$ cat config.mk
export PLATFORM = sky130hd
export DESIGN_NAME = bsrtc_device_flat
export DESIGN_NICKNAME = d
export VERILOG_FILES = /design/src/bsrtc_pkg.sv /design/src/bsrtc_link_if.sv /design/src/bsrtc_device.sv /design/src/flat_wrapper.sv
export VERILOG_INCLUDE_DIRS = /design/src /design/src/src
export SDC_FILE = /design/constraint.sdc
export NUM_CORES = 1
export LEC_CHECK = 0
export BUFFER_PORTS_ARGS = -buffer_cell sky130_fd_sc_hd__buf_2
export CAP_MARGIN = 5
export CORE_MARGIN = 5
export CORE_UTILIZATION = 39
export CTS_CLUSTER_DIAMETER = 150
export DETAILED_ROUTE_END_ITERATION = 10
export PLACE_DENSITY = 0.61
export SLEW_MARGIN = 20
export SYNTH_ARGS = -nofsm -noshare
export SYNTH_HDL_FRONTEND = slang
export SYNTH_SLANG_ARGS = --single-unit
$ cat constraint.sdc
create_clock -name clock_in -period 8.05 [get_ports clock_in]
set_clock_uncertainty 0.05 [all_clocks]
set_input_delay 0 -clock clock_in [delete_from_list [all_inputs] [get_ports clock_in]]
set_output_delay 0 -clock clock_in [all_outputs]
set_load 0.005 [all_outputs]
$ cat src/bsrtc_defines.svh
// Constants for the bit-serial real-time clock, both link ends
`ifndef BSRTC_DEFINES_SVH
`define BSRTC_DEFINES_SVH
// ****************************************
// Device counter and address map
// ****************************************
`define BSRTC_CNT_W         14
`define BSRTC_PRESC_W       6
`define BSRTC_PRESC_LAST    6'h3f
`define BSRTC_ADDR_MODE     5'h00
`define BSRTC_ADDR_CLK_LO   5'h01
`define BSRTC_ADDR_CLK_HI   5'h0e
`define BSRTC_ADDR_ACK      5'h03
`define BSRTC_ADDR_STAT     5'h0f
`define BSRTC_CODE_RESET    4'h0
`define BSRTC_CODE_NONE     4'hf
`define BSRTC_SYNC_W        24
// ****************************************
// Host registers on APB
// ****************************************
`define BSRTC_REG_CMD       8'h00
`define BSRTC_REG_STATUS    8'h04
`define BSRTC_REG_CTRL      8'h08
`define BSRTC_CMD_DATA_BIT  8
`define BSRTC_CMD_WR_BIT    9
// ****************************************
// Host link timing in clock cycles
// ****************************************
`define BSRTC_SETUP_CYC     4'h4
`define BSRTC_STROBE_CYC    4'h4
`define BSRTC_HOLD_CYC      4'h4
`define BSRTC_READ_CYC      4'h8
`define BSRTC_RST_HOLD_CYC  4'h8
`endif

$ cat src/bsrtc_pkg.sv
// Types shared by the bit-serial real-time clock ends
package bsrtc_pkg;
  // Host link sequencer states
  typedef enum logic [2:0] {
    BSRTC_IDLE, BSRTC_SETUP, BSRTC_STROBE, BSRTC_HOLD, BSRTC_READ
  } bsrtc_host_state_t;
  // Timer count word
  typedef logic [13:0] bsrtc_count_t;
endpackage

$ cat src/bsrtc_link_if.sv
// Bit-serial link between host and clock device
interface bsrtc_link_if;
  logic [4:0] bit_select;           // Addressed bit
  logic       chip_enable_n;        // Access enable, low active
  logic       serial_write_strobe;  // Write strobe, high active
  logic       serial_write_data;    // Write datum
  logic       serial_read_data;     // Read datum
  logic       serial_read_data_oe;  // Read datum driven
  logic       interrupt_request_n;  // Request, low active
  logic [3:0] interrupt_level_code; // Code, bit 3 is first code line
  logic       power_up_reset_n;     // Device reset, low active
  modport device (
    input  bit_select, chip_enable_n, serial_write_strobe, serial_write_data,
    input  power_up_reset_n,
    output serial_read_data, serial_read_data_oe,
    output interrupt_request_n, interrupt_level_code
  );
  modport host (
    output bit_select, chip_enable_n, serial_write_strobe, serial_write_data,
    output power_up_reset_n,
    input  serial_read_data, serial_read_data_oe,
    input  interrupt_request_n, interrupt_level_code
  );
endinterface

$ cat src/bsrtc_device.sv
// Device end: real-time clock, mode bit, event latch, interrupt code
`include "bsrtc_defines.svh"
module bsrtc_device (
  input  wire logic        clock_in,
  input  wire logic        resetn_in,
  bsrtc_link_if.device     link,
  input  wire logic [15:1] interrupt_inputs_n_in,
  output logic             software_port_reset_out,
  output logic             timer_enabled_out,
  output logic             clock_mode_out
);
  // ****************************************
  // Helper functions
  // ****************************************
  // Address falls in the fourteen clock bits
  function automatic logic is_clock_bit(input logic [4:0] a);
    is_clock_bit = (a >= `BSRTC_ADDR_CLK_LO) && (a <= `BSRTC_ADDR_CLK_HI);
  endfunction
  // Address falls in bits 1 to 15
  function automatic logic is_low_bit(input logic [4:0] a);
    is_low_bit = (a >= `BSRTC_ADDR_CLK_LO) && (a <= `BSRTC_ADDR_STAT);
  endfunction

  // ****************************************
  // Input synchronisers
  // ****************************************
  logic [`BSRTC_SYNC_W-1:0] sync_s1;   // First stage, read by second only
  logic [`BSRTC_SYNC_W-1:0] sync_s2;   // Stable copy of pins
  logic                     strobe_d;  // Strobe one cycle later
  wire  [`BSRTC_SYNC_W-1:0] sync_raw = {interrupt_inputs_n_in,
                                        link.power_up_reset_n,
                                        link.serial_write_data,
                                        link.serial_write_strobe,
                                        link.chip_enable_n,
                                        link.bit_select};

  // Two flops on every outside input
  always_ff @(posedge clock_in or negedge resetn_in) begin
    if (!resetn_in) begin
      sync_s1  <= 24'hffffff;
      sync_s2  <= 24'hffffff;
      strobe_d <= 1'b1;
    end else begin
      sync_s1  <= sync_raw;
      sync_s2  <= sync_s1;
      strobe_d <= sync_s2[6];
    end
  end

  // Named views of the synchronised pins
  wire [4:0]  sel        = sync_s2[4:0];
  wire        ce_n_s     = sync_s2[5];
  wire        strobe_s   = sync_s2[6];
  wire        wdata_s    = sync_s2[7];
  wire        pur_active = ~sync_s2[8];
  wire [15:1] ints_n_s   = sync_s2[23:9];
  wire        third_interrupt_input = ~ints_n_s[3];

  // ****************************************
  // State
  // ****************************************
  logic                  mode;        // 0 interrupt, 1 clock
  logic [`BSRTC_PRESC_W-1:0] presc;   // Divide by 64
  bsrtc_pkg::bsrtc_count_t start;     // Programmed start value
  bsrtc_pkg::bsrtc_count_t next_start;// Start after a bit write
  bsrtc_pkg::bsrtc_count_t count;     // Live down-counter
  bsrtc_pkg::bsrtc_count_t latch;     // Event time latch
  logic                  clk_irq;     // Timer interrupt pending
  logic [15:1]           mask;        // Interrupt enables
  logic [3:0]            code;        // Registered level code
  logic                  req_n;       // Registered request
  logic                  rdata;       // Registered read datum
  logic                  rdata_oe;    // Read line driven
  logic                  soft_rst;    // Port reset pulse

  // ****************************************
  // Write decode
  // ****************************************
  wire write_take = strobe_s & ~strobe_d & ~ce_n_s;
  wire wr_mode    = write_take && (sel == `BSRTC_ADDR_MODE);
  wire wr_clk     = write_take && mode && is_clock_bit(sel);
  wire wr_mask    = write_take && !mode && is_low_bit(sel);
  wire wr_ack     = wr_mask && (sel == `BSRTC_ADDR_ACK);
  wire wr_soft    = write_take && mode && (sel == `BSRTC_ADDR_STAT)
                    && wdata_s;
  wire [3:0] clk_idx = 4'(sel - 5'h01);                            // Start bit index
  wire timer_en   = |start;
  wire tick       = (presc == `BSRTC_PRESC_LAST);
  wire wrap       = tick && timer_en && (count <= 14'h0001);

  // New start value with the addressed bit replaced
  always_comb begin
    next_start = start;
    if (wr_clk) begin
      next_start[clk_idx] = wdata_s;
    end
  end

  // ****************************************
  // Prescaler
  // ****************************************
  // Free running so steps stay on terminal counts
  always_ff @(posedge clock_in or negedge resetn_in) begin
    if (!resetn_in) begin
      presc <= '0;
    end else begin
      presc <= presc + 6'h01;
    end
  end

  // ****************************************
  // Mode bit and event latch
  // ****************************************
  always_ff @(posedge clock_in or negedge resetn_in) begin
    if (!resetn_in) begin
      mode  <= 1'b0;
      latch <= '0;
    end else if (pur_active) begin
      mode  <= 1'b0;
    end else if (wr_mode) begin
      mode <= wdata_s;
      if (wdata_s) begin
        latch <= count;
      end
    end
  end

  // ****************************************
  // Start value and counter
  // ****************************************
  // Mode changes do not touch the counter
  always_ff @(posedge clock_in or negedge resetn_in) begin
    if (!resetn_in) begin
      start <= '0;
      count <= '0;
    end else if (pur_active) begin
      start <= '0;
      count <= '0;
    end else if (wr_clk) begin
      start <= next_start;
      count <= next_start;
    end else if (tick && timer_en) begin
      count <= wrap ? start : count - 14'h0001;
    end
  end

  // ****************************************
  // Timer interrupt flag
  // ****************************************
  // Set wins over an acknowledge in the same cycle
  always_ff @(posedge clock_in or negedge resetn_in) begin
    if (!resetn_in) begin
      clk_irq <= 1'b0;
    end else if (pur_active || !timer_en) begin
      clk_irq <= 1'b0;
    end else if (wrap) begin
      clk_irq <= 1'b1;
    end else if (wr_ack) begin
      clk_irq <= 1'b0;
    end
  end

  // ****************************************
  // Mask bits
  // ****************************************
  always_ff @(posedge clock_in or negedge resetn_in) begin
    if (!resetn_in) begin
      mask <= '0;
    end else if (pur_active) begin
      mask <= '0;
    end else if (wr_mask) begin
      mask[sel[3:0]] <= wdata_s;
    end
  end

  // ****************************************
  // Priority encoder
  // ****************************************
  logic [15:1] active;     // Enabled and asserted sources
  logic [3:0]  next_code;  // Highest priority level
  logic        next_req;   // Any source active
  always_comb begin
    active    = mask & ~ints_n_s;
    active[3] = mask[3] & (timer_en ? clk_irq : third_interrupt_input);
    next_code = `BSRTC_CODE_NONE;
    next_req  = 1'b0;
    for (int k = 15; k >= 1; k--) begin
      if (active[k]) begin
        next_code = 4'(k);
        next_req  = 1'b1;
      end
    end
  end

  // Code and request leave on a clock edge
  always_ff @(posedge clock_in or negedge resetn_in) begin
    if (!resetn_in) begin
      code  <= `BSRTC_CODE_RESET;
      req_n <= 1'b1;
    end else if (pur_active) begin
      code  <= `BSRTC_CODE_RESET;
      req_n <= 1'b1;
    end else begin
      code  <= next_code;
      req_n <= ~next_req;
    end
  end

  // ****************************************
  // Read path
  // ****************************************
  wire [3:0] rd_idx = 4'(sel - 5'h01);        // Latch bit index
  wire rd_mode = (sel == `BSRTC_ADDR_MODE);
  wire rd_pin  = is_low_bit(sel) && ~ints_n_s[sel[3:0]];
  wire rd_clk  = is_clock_bit(sel) ? latch[rd_idx]
               : ((sel == `BSRTC_ADDR_STAT) && !req_n);
  wire rd_bit  = rd_mode ? mode
               : (mode ? rd_clk
               : rd_pin);

  // Addressed bit driven while enabled
  always_ff @(posedge clock_in or negedge resetn_in) begin
    if (!resetn_in) begin
      rdata    <= 1'b0;
      rdata_oe <= 1'b0;
    end else begin
      rdata    <= rd_bit;
      rdata_oe <= ~ce_n_s;
    end
  end

  // ****************************************
  // Software port reset pulse
  // ****************************************
  always_ff @(posedge clock_in or negedge resetn_in) begin
    if (!resetn_in) begin
      soft_rst <= 1'b0;
    end else begin
      soft_rst <= wr_soft | pur_active;
    end
  end

  // Outputs
  assign link.serial_read_data     = rdata;
  assign link.serial_read_data_oe  = rdata_oe;
  assign link.interrupt_level_code = code;
  assign link.interrupt_request_n  = req_n;
  assign software_port_reset_out   = soft_rst;
  assign timer_enabled_out         = timer_en;
  assign clock_mode_out            = mode;
endmodule // bsrtc_device

$ cat src/flat_wrapper.sv
// flat-port wrapper written by rule: the top's interface ports become plain ports
module bsrtc_device_flat 
  (clock_in, resetn_in, interrupt_inputs_n_in, software_port_reset_out, timer_enabled_out, clock_mode_out, link_bit_select, link_chip_enable_n, link_serial_write_strobe, link_serial_write_data, link_power_up_reset_n, link_serial_read_data, link_serial_read_data_oe, link_interrupt_request_n, link_interrupt_level_code);
  bsrtc_link_if link_i ();
  input  wire logic clock_in;
  input  wire logic resetn_in;
  input  wire logic [15:1] interrupt_inputs_n_in;
  output logic software_port_reset_out;
  output logic timer_enabled_out;
  output logic clock_mode_out;
  input wire logic [$bits(link_i.bit_select)-1:0] link_bit_select;
  input wire logic [$bits(link_i.chip_enable_n)-1:0] link_chip_enable_n;
  input wire logic [$bits(link_i.serial_write_strobe)-1:0] link_serial_write_strobe;
  input wire logic [$bits(link_i.serial_write_data)-1:0] link_serial_write_data;
  input wire logic [$bits(link_i.power_up_reset_n)-1:0] link_power_up_reset_n;
  output wire logic [$bits(link_i.serial_read_data)-1:0] link_serial_read_data;
  output wire logic [$bits(link_i.serial_read_data_oe)-1:0] link_serial_read_data_oe;
  output wire logic [$bits(link_i.interrupt_request_n)-1:0] link_interrupt_request_n;
  output wire logic [$bits(link_i.interrupt_level_code)-1:0] link_interrupt_level_code;
  assign link_i.bit_select = link_bit_select;
  assign link_i.chip_enable_n = link_chip_enable_n;
  assign link_i.serial_write_strobe = link_serial_write_strobe;
  assign link_i.serial_write_data = link_serial_write_data;
  assign link_i.power_up_reset_n = link_power_up_reset_n;
  assign link_serial_read_data = link_i.serial_read_data;
  assign link_serial_read_data_oe = link_i.serial_read_data_oe;
  assign link_interrupt_request_n = link_i.interrupt_request_n;
  assign link_interrupt_level_code = link_i.interrupt_level_code;
  bsrtc_device u_core (.clock_in(clock_in), .resetn_in(resetn_in), .link(link_i), .interrupt_inputs_n_in(interrupt_inputs_n_in), .software_port_reset_out(software_port_reset_out), .timer_enabled_out(timer_enabled_out), .clock_mode_out(clock_mode_out));
endmodule
==> results of run 1 <==
## state kept, by name, indices dropped and copies added, names as in the netlist
name,cells
u_core.clk_irq,1
u_core.clock_mode_out,1
u_core.count,14
u_core.latch,14
u_core.link.interrupt_level_code,4
u_core.link.interrupt_request_n,1
u_core.link.serial_read_data,1
u_core.link.serial_read_data_oe,1
u_core.mask,15
u_core.presc,6
u_core.software_port_reset_out,1
u_core.start,14
u_core.strobe_d,1
u_core.sync_s1,24
u_core.sync_s2,24
## kinds of logic after synthesis
family	count (synthesis)	share of synthesized area
DFF	122	0.537
buffers and inverters	43	0.0302
muxes	51	0.106
and+or+nand+nor	177	0.159
AOI/OAI and AO/OA	110	0.140
xor gates and xnor gates	6	0.00905
adders and majority gates	9	0.0194
## critical path, stage by stage (launching register included)
cell      delay (ns)
dfstp_2         0.48
inv_1           0.18
ha_1            0.33
nand3b_1        0.18
nor4b_1         0.47
nand3_1         0.60
mux2_1          0.53
## metrics by stage
stage	power, W	utilization	instances
after CTS	0.00148	0.475	769
after global routing	0.00152	0.475	769
after global placement	0.000755	0.420	712
final	0.00147	0.475	769
after detailed placement	0.000757	0.420	712
after floorplan	0.000718	-	518
## repair_timing
item	CTS	global route
hold buffers	25	0
endpoints found under the hold margin	78	0
setup endpoints to repair	0	0
## report_power, final
| group | leakage, nW | switching (W) | internal (W) | total [W] |
|---|---|---|---|---|
| combinational | 1.32 | 0.0000548 | 0.0000417 | 0.0000965 |
| clock | 0.283 | 0.000286 | 0.000429 | 0.000715 |
| sequential | 1.50 | 0.0000198 | 0.000641 | 0.000661 |
| total | 3.10 | 0.000360 | 0.00111 | 0.00147 |
## cells in the final DEF (no fill, tap or decap), types with 16 or more instances in the layout
master,n
dfrtp_1,72
nand2_1,50
dfstp_2,50
buf_2,34
nor2_1,32
mux2i_1,28
dlygate4sd3_1,25
clkbuf_16,18
inv_1,16
nand2b_1,16
## routing by layer
metal | wire length (um) | part of all wire
met5 | 0 | 0
met4 | 302 | 0.021
met3 | 645 | 0.046
met2 | 6520 | 0.46
met1 | 6600 | 0.47
## final cells by class
type / instances / area [um^2]
Tap cell: 184 / 230
Clock inverter: 12 / 85.1
Timing Repair Buffer: 62 / 443
Fill cell: 1282 / 7650
Sequential cell: 122 / 3120
Inverter: 16 / 60.1
Multi-Input combinational cell: 353 / 2520
Clock buffer: 20 / 478
## path summary, 6_finish.rpt
kind,startpoint,to,slack (ns),depth (start not counted)
hold / removal,resetn_in,u_core.count[11],0.11,2
setup reg to reg,u_core.sync_s2[0],u_core.latch[0],5.10,6
hold reg to reg,u_core.sync_s1[22],u_core.sync_s2[22],0.30,0
max in group asynchronous,resetn_in,u_core.mask[15],6.56,3
min in group clock_in,interrupt_inputs_n_in[15],u_core.sync_s1[23],0.16,2
setup / recovery,u_core.sync_s2[0],u_core.latch[0],5.10,6
==> results.md, run 1 <==
* Status: complete, no violations
* Largest net degree at the start of global routing at 69
* Row count at 44
* Top Usage Layer GRT: met2
* Cell variety after synth at 70
* # setup viols final at 0
* Commonest cells post-synth: dfrtp_1, dfstp_2, nand2_1
* RSZ-0062 raised after global routing: false
* Worst skew pair latency at 0.43 ns
* CTS root buf: clkbuf_16
* Avg WL per Cell at 18.3 um
* Post-CTS sizing at 0
* ANT cells at 0
* Worst setup margin at 5.10 ns
* Via-to-Cell Ratio at 5.60
* Drt first pass iters at 5
* Max Cap Viol at 0
* CORE AREA at 14600 um^2
* Worst IR Drop VDD at 0.156 mV
* Congestion Overflow GR at 0
* Worst Hold Class: in -> async
* Register area share after synthesis at 0.537
* Element type at the critical path start: register
* Pwr/cell area at 212 nW/um^2
* Worst slew pin tran at 0.871 ns
* Mapped cell area at 5810 um^2
* Initial antenna violation count at 0
* Final Wtd Congestion at 0.879
* Fin area at 6940 um^2
* Cell area after placement at 6120 um^2
* Full die area at 17400 um^2
* # Post-CTS Setup Buffers at 0
* Die Span Y at 132 um
* DRT Wirelength at 14.1 mm
* Crit path required time at 8.30 ns
* Post-synthesis area per instance at 11.2 um^2
* Area grow syn2layout at 19.4%
* Synth warn at 0
* Fraction of layout cells with a size suffix above 1 at 0.241
* Die width at 132 um
* Clock slew at reported path FFs at 0.06 ns
* Met3 Usage GRT at 0.0385
* GRT Util Overall at 0.166
* Min cycle time layout at 2.95 ns
* Max_slew headroom at 0.414
* Crit path DAT at 3.20 ns
* Vias at 4309
* Ports at 36
* Clk sinks at 122
* Final Max Tran Viols at 0
* Vias in the first global route at 4390
* Final Hold Fails at 0
* Routed Antenna Nets at 0
* Kind of critical path: reg -> reg
* Top cell type's share of synthesized area at 0.310
* Area contributors post-synth: dfrtp_1, dfstp_2, mux2i_1
* TritonCTS clock tree: yes
* Ys async rst share at 1.00
* Drc violations at 0
* Crit. End Element: register
* First-pass GRT wire length at 23.2 mm
* H-tree levels at 4
* Max Freq at 339 MHz
* Pre-CTS setup slack at 5.12 ns
* Num CTS Buffers at 17
* Yosys reg bits at 122
* Leakage at 3.10 nW
* Maximum fanout along the worst path at 16
* Fin Setup TNS at 0 ns
* Post-Synthesis Net Count at 553
* M2 GR Usage at 0.253
* Post-synth EDFFs at 0
* Syn Inst Count at 518
* Initial Utilization at 0.398
* Synth area leader: dfrtp_1
* Max Root-Sink Buffers at 2
* Post-synth top flop: dfrtp_1
* Final #Nets at 607
* Count leader, synth: dfrtp_1
* Tcrit/Tclk final at 0.367
* WHS at 0.107 ns
* Grt met1 use at 0.230
* HPWL after DPL at 9.59 mm
* Count of input and output buffers at 35
* Initial DRC count at 354
Power figures use the tool's default switching activity.
==> run 2: changes to the inputs <==
==> constraint.sdc (replaced) <==
create_clock -name clock_in -period 2.8 [get_ports clock_in]
set_clock_uncertainty 0.05 [all_clocks]
set_input_delay 0 -clock clock_in [delete_from_list [all_inputs] [get_ports clock_in]]
set_output_delay 0 -clock clock_in [all_outputs]
set_load 0.005 [all_outputs]
==> run 2 against run 1 <==
  * Combinational power grew to 3.4 times the previous value
  * Sequential share of layout area shrank 1.3 points
  * Clock power grew to 3.0 times the previous value
  * Die area is the same
  * Non-clock buffer count grew 20
  * First-iteration DRC count grew 8.2%
  * Final cell count grew 2.6%
  * Design area grew 2.9%
  * Maximum frequency grew 15%
  * Highest routed layer is now met5
  * Critical endpoint is now u_core.count[10]
  * Sequential power grew to 2.8 times the previous value
==> results.md, run 2 (synthesis gave the netlist of run 1 again) <==
* Ports at 36 (unchanged)
* Congestion Overflow GR at 0 (unchanged)
* Maximum fanout along the worst path at 17 (+1)
* Critical path cell sequence: or4_4 > or4_1 > o22a_1 > o21ai_1 > o22ai_1
* Worst skew pair latency at 0.42 ns (about the same)
* TritonCTS clock tree: yes
* Row count at 44 (unchanged)
* Worst r2r dst: u_core.count[10]
* Element type at the critical path start: register
* R2R Setup Slk at 0.24 ns (-4.86 ns)
* Full die area at 17400 um^2 (unchanged)
* Layout Utilization at 0.489 (+0.0136)
* Max Root-Sink Buffers at 2 (unchanged)
* Largest net degree at the start of global routing at 52 (-25%)
* Kind of critical path: reg -> reg
* Status: complete, no violations
* Area grow syn2layout at 22.9%
* Avg WL per Cell at 18.0 um (-1.6%)
* Final #Nets at 627 (+3.3%)
* Fraction of layout cells with a size suffix above 1 at 0.261 (+0.0201)
* Clk sinks at 122 (unchanged)
* Max_slew headroom at 0.542 (+0.127)
* Max Freq at 391 MHz (+15%)
* Max Cap Viol at 0 (unchanged)
* Vias in the first global route at 4396 (+0.14%)
* Final Wtd Congestion at 0.865 (-1.6%)
* Die width at 132 um (unchanged)
* Crit-path slowest cell: or4_1
* Initial antenna violation count at 1 (+1)
* Post-CTS sizing at 0 (unchanged)
* Crit path DAT at 2.81 ns (-0.39 ns)
* Die Span Y at 132 um (unchanged)
* Worst IR Drop VDD at 0.584 mV (+270%)
* Leakage at 3.22 nW (+3.8%)
* Num CTS Buffers at 17 (unchanged)
* Initial DRC count at 383 (+8.2%)
* Worst Hold Class: in -> async
* Initial Utilization at 0.398 (unchanged)
* Vias at 4412 (+2.4%)
* Routed Antenna Nets at 0 (unchanged)
* Fin area at 7130 um^2 (+2.9%)
* # hold bufs at CTS at 25 (unchanged)
* Worst slew pin tran at 0.685 ns (-0.186 ns)
* Final Max Tran Viols at 0 (unchanged)
* Max incr delay on CP at 0.82 ns (+0.22 ns)
* # Post-CTS Setup Buffers at 0 (unchanged)
* DRT Wirelength at 14.2 mm (+0.91%)
* Reg-to-Reg Start: u_core.count[5]
* Drc violations at 0 (unchanged)
* Commonest non-fill, non-tap cell in the layout: dfrtp_1
* Cell area after placement at 6280 um^2 (+2.7%)
* Fin Setup TNS at 0 ns (unchanged)
* Worst R2R Path Depth at 5 (-1)
* Largest regs: u_core.sync_s1 x24, u_core.sync_s2 x24, u_core.mask x15
* Crit path required time at 3.05 ns (-5.25 ns)
* Final Hold Fails at 0 (unchanged)
* Pwr/cell area at 608 nW/um^2 (+190%)
* RSZ-0062 raised after global routing: false
* Most frequent cells in the layout: dfrtp_1, nand2_1, dfstp_2, buf_2, nor2_1
* Tcrit/Tclk final at 0.914 (+0.547)
* H-tree levels at 4 (unchanged)
* Via-to-Cell Ratio at 5.59 (-0.21%)
* Drt first pass iters at 4 (-1)
* Count of input and output buffers at 35 (unchanged)
* HPWL after DPL at 9.84 mm (+2.6%)
* First-pass GRT wire length at 23.4 mm (+0.98%)
* Min cycle time layout at 2.56 ns (-0.394 ns)
* # setup viols final at 0 (unchanged)
* Clock slew at reported path FFs at 0.06 ns (about the same)
* ANT cells at 0 (unchanged)
* CORE AREA at 14600 um^2 (unchanged)
* CTS root buf: clkbuf_16
* GRT Util Overall at 0.168 (+0.00143)
* Crit. End Element: register
==> run 2: cell count changes in the layout (fill, tap and decap cells not counted) <==
cell and change:
clkinv_2 -1, clkbuf_1 +3, clkbuf_16 +3, inv_6 -2, buf_12 +1, buf_4 +19, clkbuf_8 -1, inv_4 -1
clkinvlp_4 -1
==> run 2: final cells by class <==
cell class                      instances  area [um^2]
Clock buffer                           25          551
Clock inverter                          7         48.8
Fill cell                            1246         7450
Inverter                               16         60.1
Multi-Input combinational cell        353         2520
Sequential cell                       122         3120
Tap cell                              184          230
Timing Repair Buffer                   82          606
==> run 2: per-stage QoR <==
step / worst slack, ns / hold slack (ns) / instances / total power (W)
after floorplan: 0.0528 / -0.346 / 518 / 0.00207
after CTS: 0.267 / 0.0285 / 789 / 0.00439
final: 0.242 / 0.0298 / 789 / 0.00434
after detailed placement: 0.284 / -0.0657 / 732 / 0.00220
after global routing: 0.123 / 0.0552 / 789 / 0.00452
after global placement: 0.302 / -0.0689 / 732 / 0.00219
==> run 2: critical path: cells and delay by family, from the launching register on <==
family / cells / cell delay [ns]
AND/OR/NAND/NOR: 2 / 1.38
AO/OA/AOI/OAI: 3 / 0.54
flip-flops: 1 / 0.46
==> run 2: report_power, final <==
part,switching (W),internal [W]
sequential,0.0000333,0.00184
clock,0.000770,0.00137
combinational,0.000189,0.000137
==> run 2: metal layers <==
layer	vias to the layer above	share of wire	track usage
li1	2033	-	-
met1	2168	0.45	0.226
met2	175	0.46	0.253
met3	34	0.063	0.0469
met4	2	0.023	0.0743
met5	-	0.0014	0
==> run 2: how the worst max path moves through the flow <==
stage,startpoint,cells after the start,slack (ns),to
floorplan,u_core.sync_s2[0],10,0.05,u_core.count[8]
global placement,u_core.count[5],5,0.30,u_core.count[10]
detailed placement,u_core.count[5],5,0.28,u_core.count[3]
CTS,u_core.count[5],5,0.27,u_core.count[10]
global route,u_core.sync_s2[0],6,0.12,u_core.count[8]
finish,u_core.count[5],5,0.24,u_core.count[10]
==> run 3: changes to the inputs <==
--- a/config.mk
+++ b/config.mk
@@ -6,7 +6,7 @@
 export SDC_FILE = /design/constraint.sdc
 export NUM_CORES = 1
 export LEC_CHECK = 0
-export BUFFER_PORTS_ARGS = -buffer_cell sky130_fd_sc_hd__buf_2
+export BUFFER_PORTS_ARGS = -buffer_cell sky130_fd_sc_hd__buf_4
 export CAP_MARGIN = 5
 export CORE_MARGIN = 5
 export CORE_UTILIZATION = 39
==> run 3 against run 2 <==
  * Die area stayed put
  * Via count is 0.29% higher
  * Sequential power barely moved
  * Design area grew 1.4%
  * Combinational power rose by 2%
  * Clock-buffer cell count is 7 lower
  * Critical path depth is 3 higher
  * Sequential cell count is the same
  * Routed wire length rose by 1.3%
  * Non-clock buffer count is 2 higher
  * Critical endpoint is now u_core.count[8]
  * Largest cell class unchanged
==> results.md, run 3 (synthesis gave the netlist of run 1 again) <==
* Status: complete, no violations
* Sequential share of power at 0.428 (-0.004)
* RSZ-0062 raised after global routing: false
* Congestion Overflow GR at 0 (unchanged)
* Max Root-Sink Buffers at 2 (unchanged)
* Crit path DAT at 2.91 ns (+0.10 ns)
* Sw frac at 0.250 (+0.0213)
* ANT cells at 0 (unchanged)
* FF/Latch Area at 3120 um^2 (unchanged)
* TritonCTS clock tree: yes
* Most frequent cells in the layout: dfrtp_1, buf_4, nand2_1, dfstp_2, nor2_1
* Clock slew at reported path FFs at 0.06 ns (about the same)
* Die Span Y at 132 um (unchanged)
* Net Sw Power at 0.00110 W (+11%)
* Final #Nets at 629 (+0.32%)
* CORE AREA at 14600 um^2 (unchanged)
* Fin Setup TNS at 0 ns (unchanged)
* GRT Util Overall at 0.169 (+0.000850)
* Full die area at 17400 um^2 (unchanged)
* Maximum fanout along the worst path at 11 (-6)
* Initial antenna violation count at 0 (-1)
* Ports at 36 (unchanged)
* Cells after DPL at 733 (+0.14%)
* Kind of critical path: reg -> reg
* Drc violations at 0 (unchanged)
* Element type at the critical path start: register
* Initial Utilization at 0.398 (unchanged)
* Worst slew pin tran at 0.606 ns (-0.0789 ns)
* Crit. End Element: register
* Final Hold Fails at 0 (unchanged)
* Vias at 4425 (+0.29%)
* Max Freq at 378 MHz (-3.3%)
* Leakage at 3.25 nW (+1.0%)
* Largest regs: u_core.sync_s1 x24, u_core.sync_s2 x24, u_core.mask x15
* Fraction of layout cells with a size suffix above 1 at 0.269 (+0.00738)
* Worst Hold Class: in -> async
* Layout Cells excl Fill at 791 (+0.25%)
* Die width at 132 um (unchanged)
* Post-CTS sizing at 0 (unchanged)
* Clock power frac at 0.497 (+0.004)
* Max_slew headroom at 0.596 (+0.0541)
* Pwr/cell area at 608 nW/um^2 (about the same)
* DRT Wirelength at 14.4 mm (+1.3%)
* First-pass GRT wire length at 23.5 mm (+0.23%)
* Commonest non-fill, non-tap cell in the layout: dfrtp_1
* Largest net degree at the start of global routing at 54 (+3.8%)
* Avg WL per Cell at 18.2 um (+1.0%)
* Layout Utilization at 0.496 (+0.00703)
* Internal at 0.00330 W (-1.4%)
* Min cycle time layout at 2.65 ns (+0.0866 ns)
* H-tree levels at 4 (unchanged)
* Count of input and output buffers at 35 (unchanged)
* Worst skew pair latency at 0.42 ns (about the same)
* Final Max Tran Viols at 0 (unchanged)
* Final Wtd Congestion at 0.888 (+2.6%)
* Tcrit/Tclk final at 0.945 (+0.0309)
* Area grow syn2layout at 24.6%
* Initial DRC count at 391 (+2.1%)
* Via-to-Cell Ratio at 5.59 (about the same)
* # setup viols final at 0 (unchanged)
* Max Cap Viol at 0 (unchanged)
* HPWL after DPL at 9.97 mm (+1.3%)
* Fillers at 1256 (+0.80%)
* Gate power share at 0.075 (about the same)
* Row count at 44 (unchanged)
* Vias in the first global route at 4454 (+1.3%)
* Num CTS Buffers at 17 (unchanged)
* Multi-input gate area in the final layout at 2520 um^2 (unchanged)
* # Post-CTS Setup Buffers at 0 (unchanged)
* CTS root buf: clkbuf_16
* Worst IR Drop VDD at 0.503 mV (-14%)
* Drt first pass iters at 5 (+1)
* Routed Antenna Nets at 0 (unchanged)
* Clk sinks at 122 (unchanged)
* Crit path required time at 3.07 ns (+0.02 ns)
-- run 3: changes by cell type in the layout (fill, tap and decap cells not counted) --
cell / before / now
inv_8: 0 / 3
buf_4: 22 / 57
inv_4: 2 / 1
clkbuf_8: 1 / 0
clkinv_2: 2 / 0
inv_6: 0 / 5
clkinvlp_4: 0 / 1
buf_2: 34 / 0
bufinv_16: 0 / 1
clkbuf_1: 3 / 0
buf_6: 0 / 1
clkbuf_16: 21 / 18
-- run 3: layer usage --
layer	up-vias	GRT usage	share of wire	wire (um)
met5	-	0	0	0
met4	0	0.0640	0.017	240
met3	20	0.0466	0.051	736
met2	148	0.255	0.47	6790
met1	2209	0.232	0.46	6610
li1	2048	-	-	-
-- run 3: path summary, 6_finish.rpt --
kind / endpoint / cells past startpoint / startpoint / slack [ns]
worst min register to register: u_core.sync_s2[20] / 0 / u_core.sync_s1[20] / 0.30
worst max register to register: u_core.count[8] / 8 / u_core.sync_s2[0] / 0.15
worst min-delay path: u_core.presc[2] / 2 / resetn_in / 0.07
max in group asynchronous: u_core.sync_s1[7] / 3 / resetn_in / 1.80
worst max-delay path: u_core.count[8] / 8 / u_core.sync_s2[0] / 0.15
min in group clock_in: u_core.sync_s1[4] / 2 / link_bit_select[4] / 0.17
-- run 3: layout make-up --
type,count,share of cell area
Clock buffer,18,0.0622
Clock inverter,14,0.0204
Inverter,16,0.00830
Multi-Input combinational cell,353,0.349
Sequential cell,122,0.430
Tap cell,184,0.0318
Timing Repair Buffer,84,0.0980
-- run 3: repair_timing --
item                       4_1_cts  5_1_grt
hold endpoints to repair        85        0
setup endpoints to repair        0        0
hold buffers                    25        0
-- run 3: through the flow --
stage          setup WS (ns)  power, W  cell area, um^2  hold slack (ns)
2_1_floorplan         0.0528   0.00207             5810           -0.346
4_1_cts                0.122   0.00444             7230           0.0862
3_5_place_dp           0.116   0.00221             6380          -0.0253
6_report               0.155   0.00440             7240           0.0741
5_1_grt               0.0150   0.00455             7240            0.129
3_3_place_gp           0.234   0.00220             6380          -0.0289
-- run 3: power groups by stage --
stage	sequential, W	combinational, W	clock [W]
floorplan	0.00189	0.000176	0
global placement	0.00191	0.000297	0
detailed placement	0.00191	0.000302	0
CTS	0.00188	0.000331	0.00222
global route	0.00189	0.000365	0.00230
finish	0.00188	0.000331	0.00218
-- run 3: critical path, cell delays in order (launching register included) --
cell	delay, ns
dfstp_2	0.55
buf_4	0.20
inv_1	0.13
ha_1	0.33
or2_2	0.33
a21oi_1	0.34
o21ai_1	0.14
mux2i_1	0.16
a221oi_1	0.32
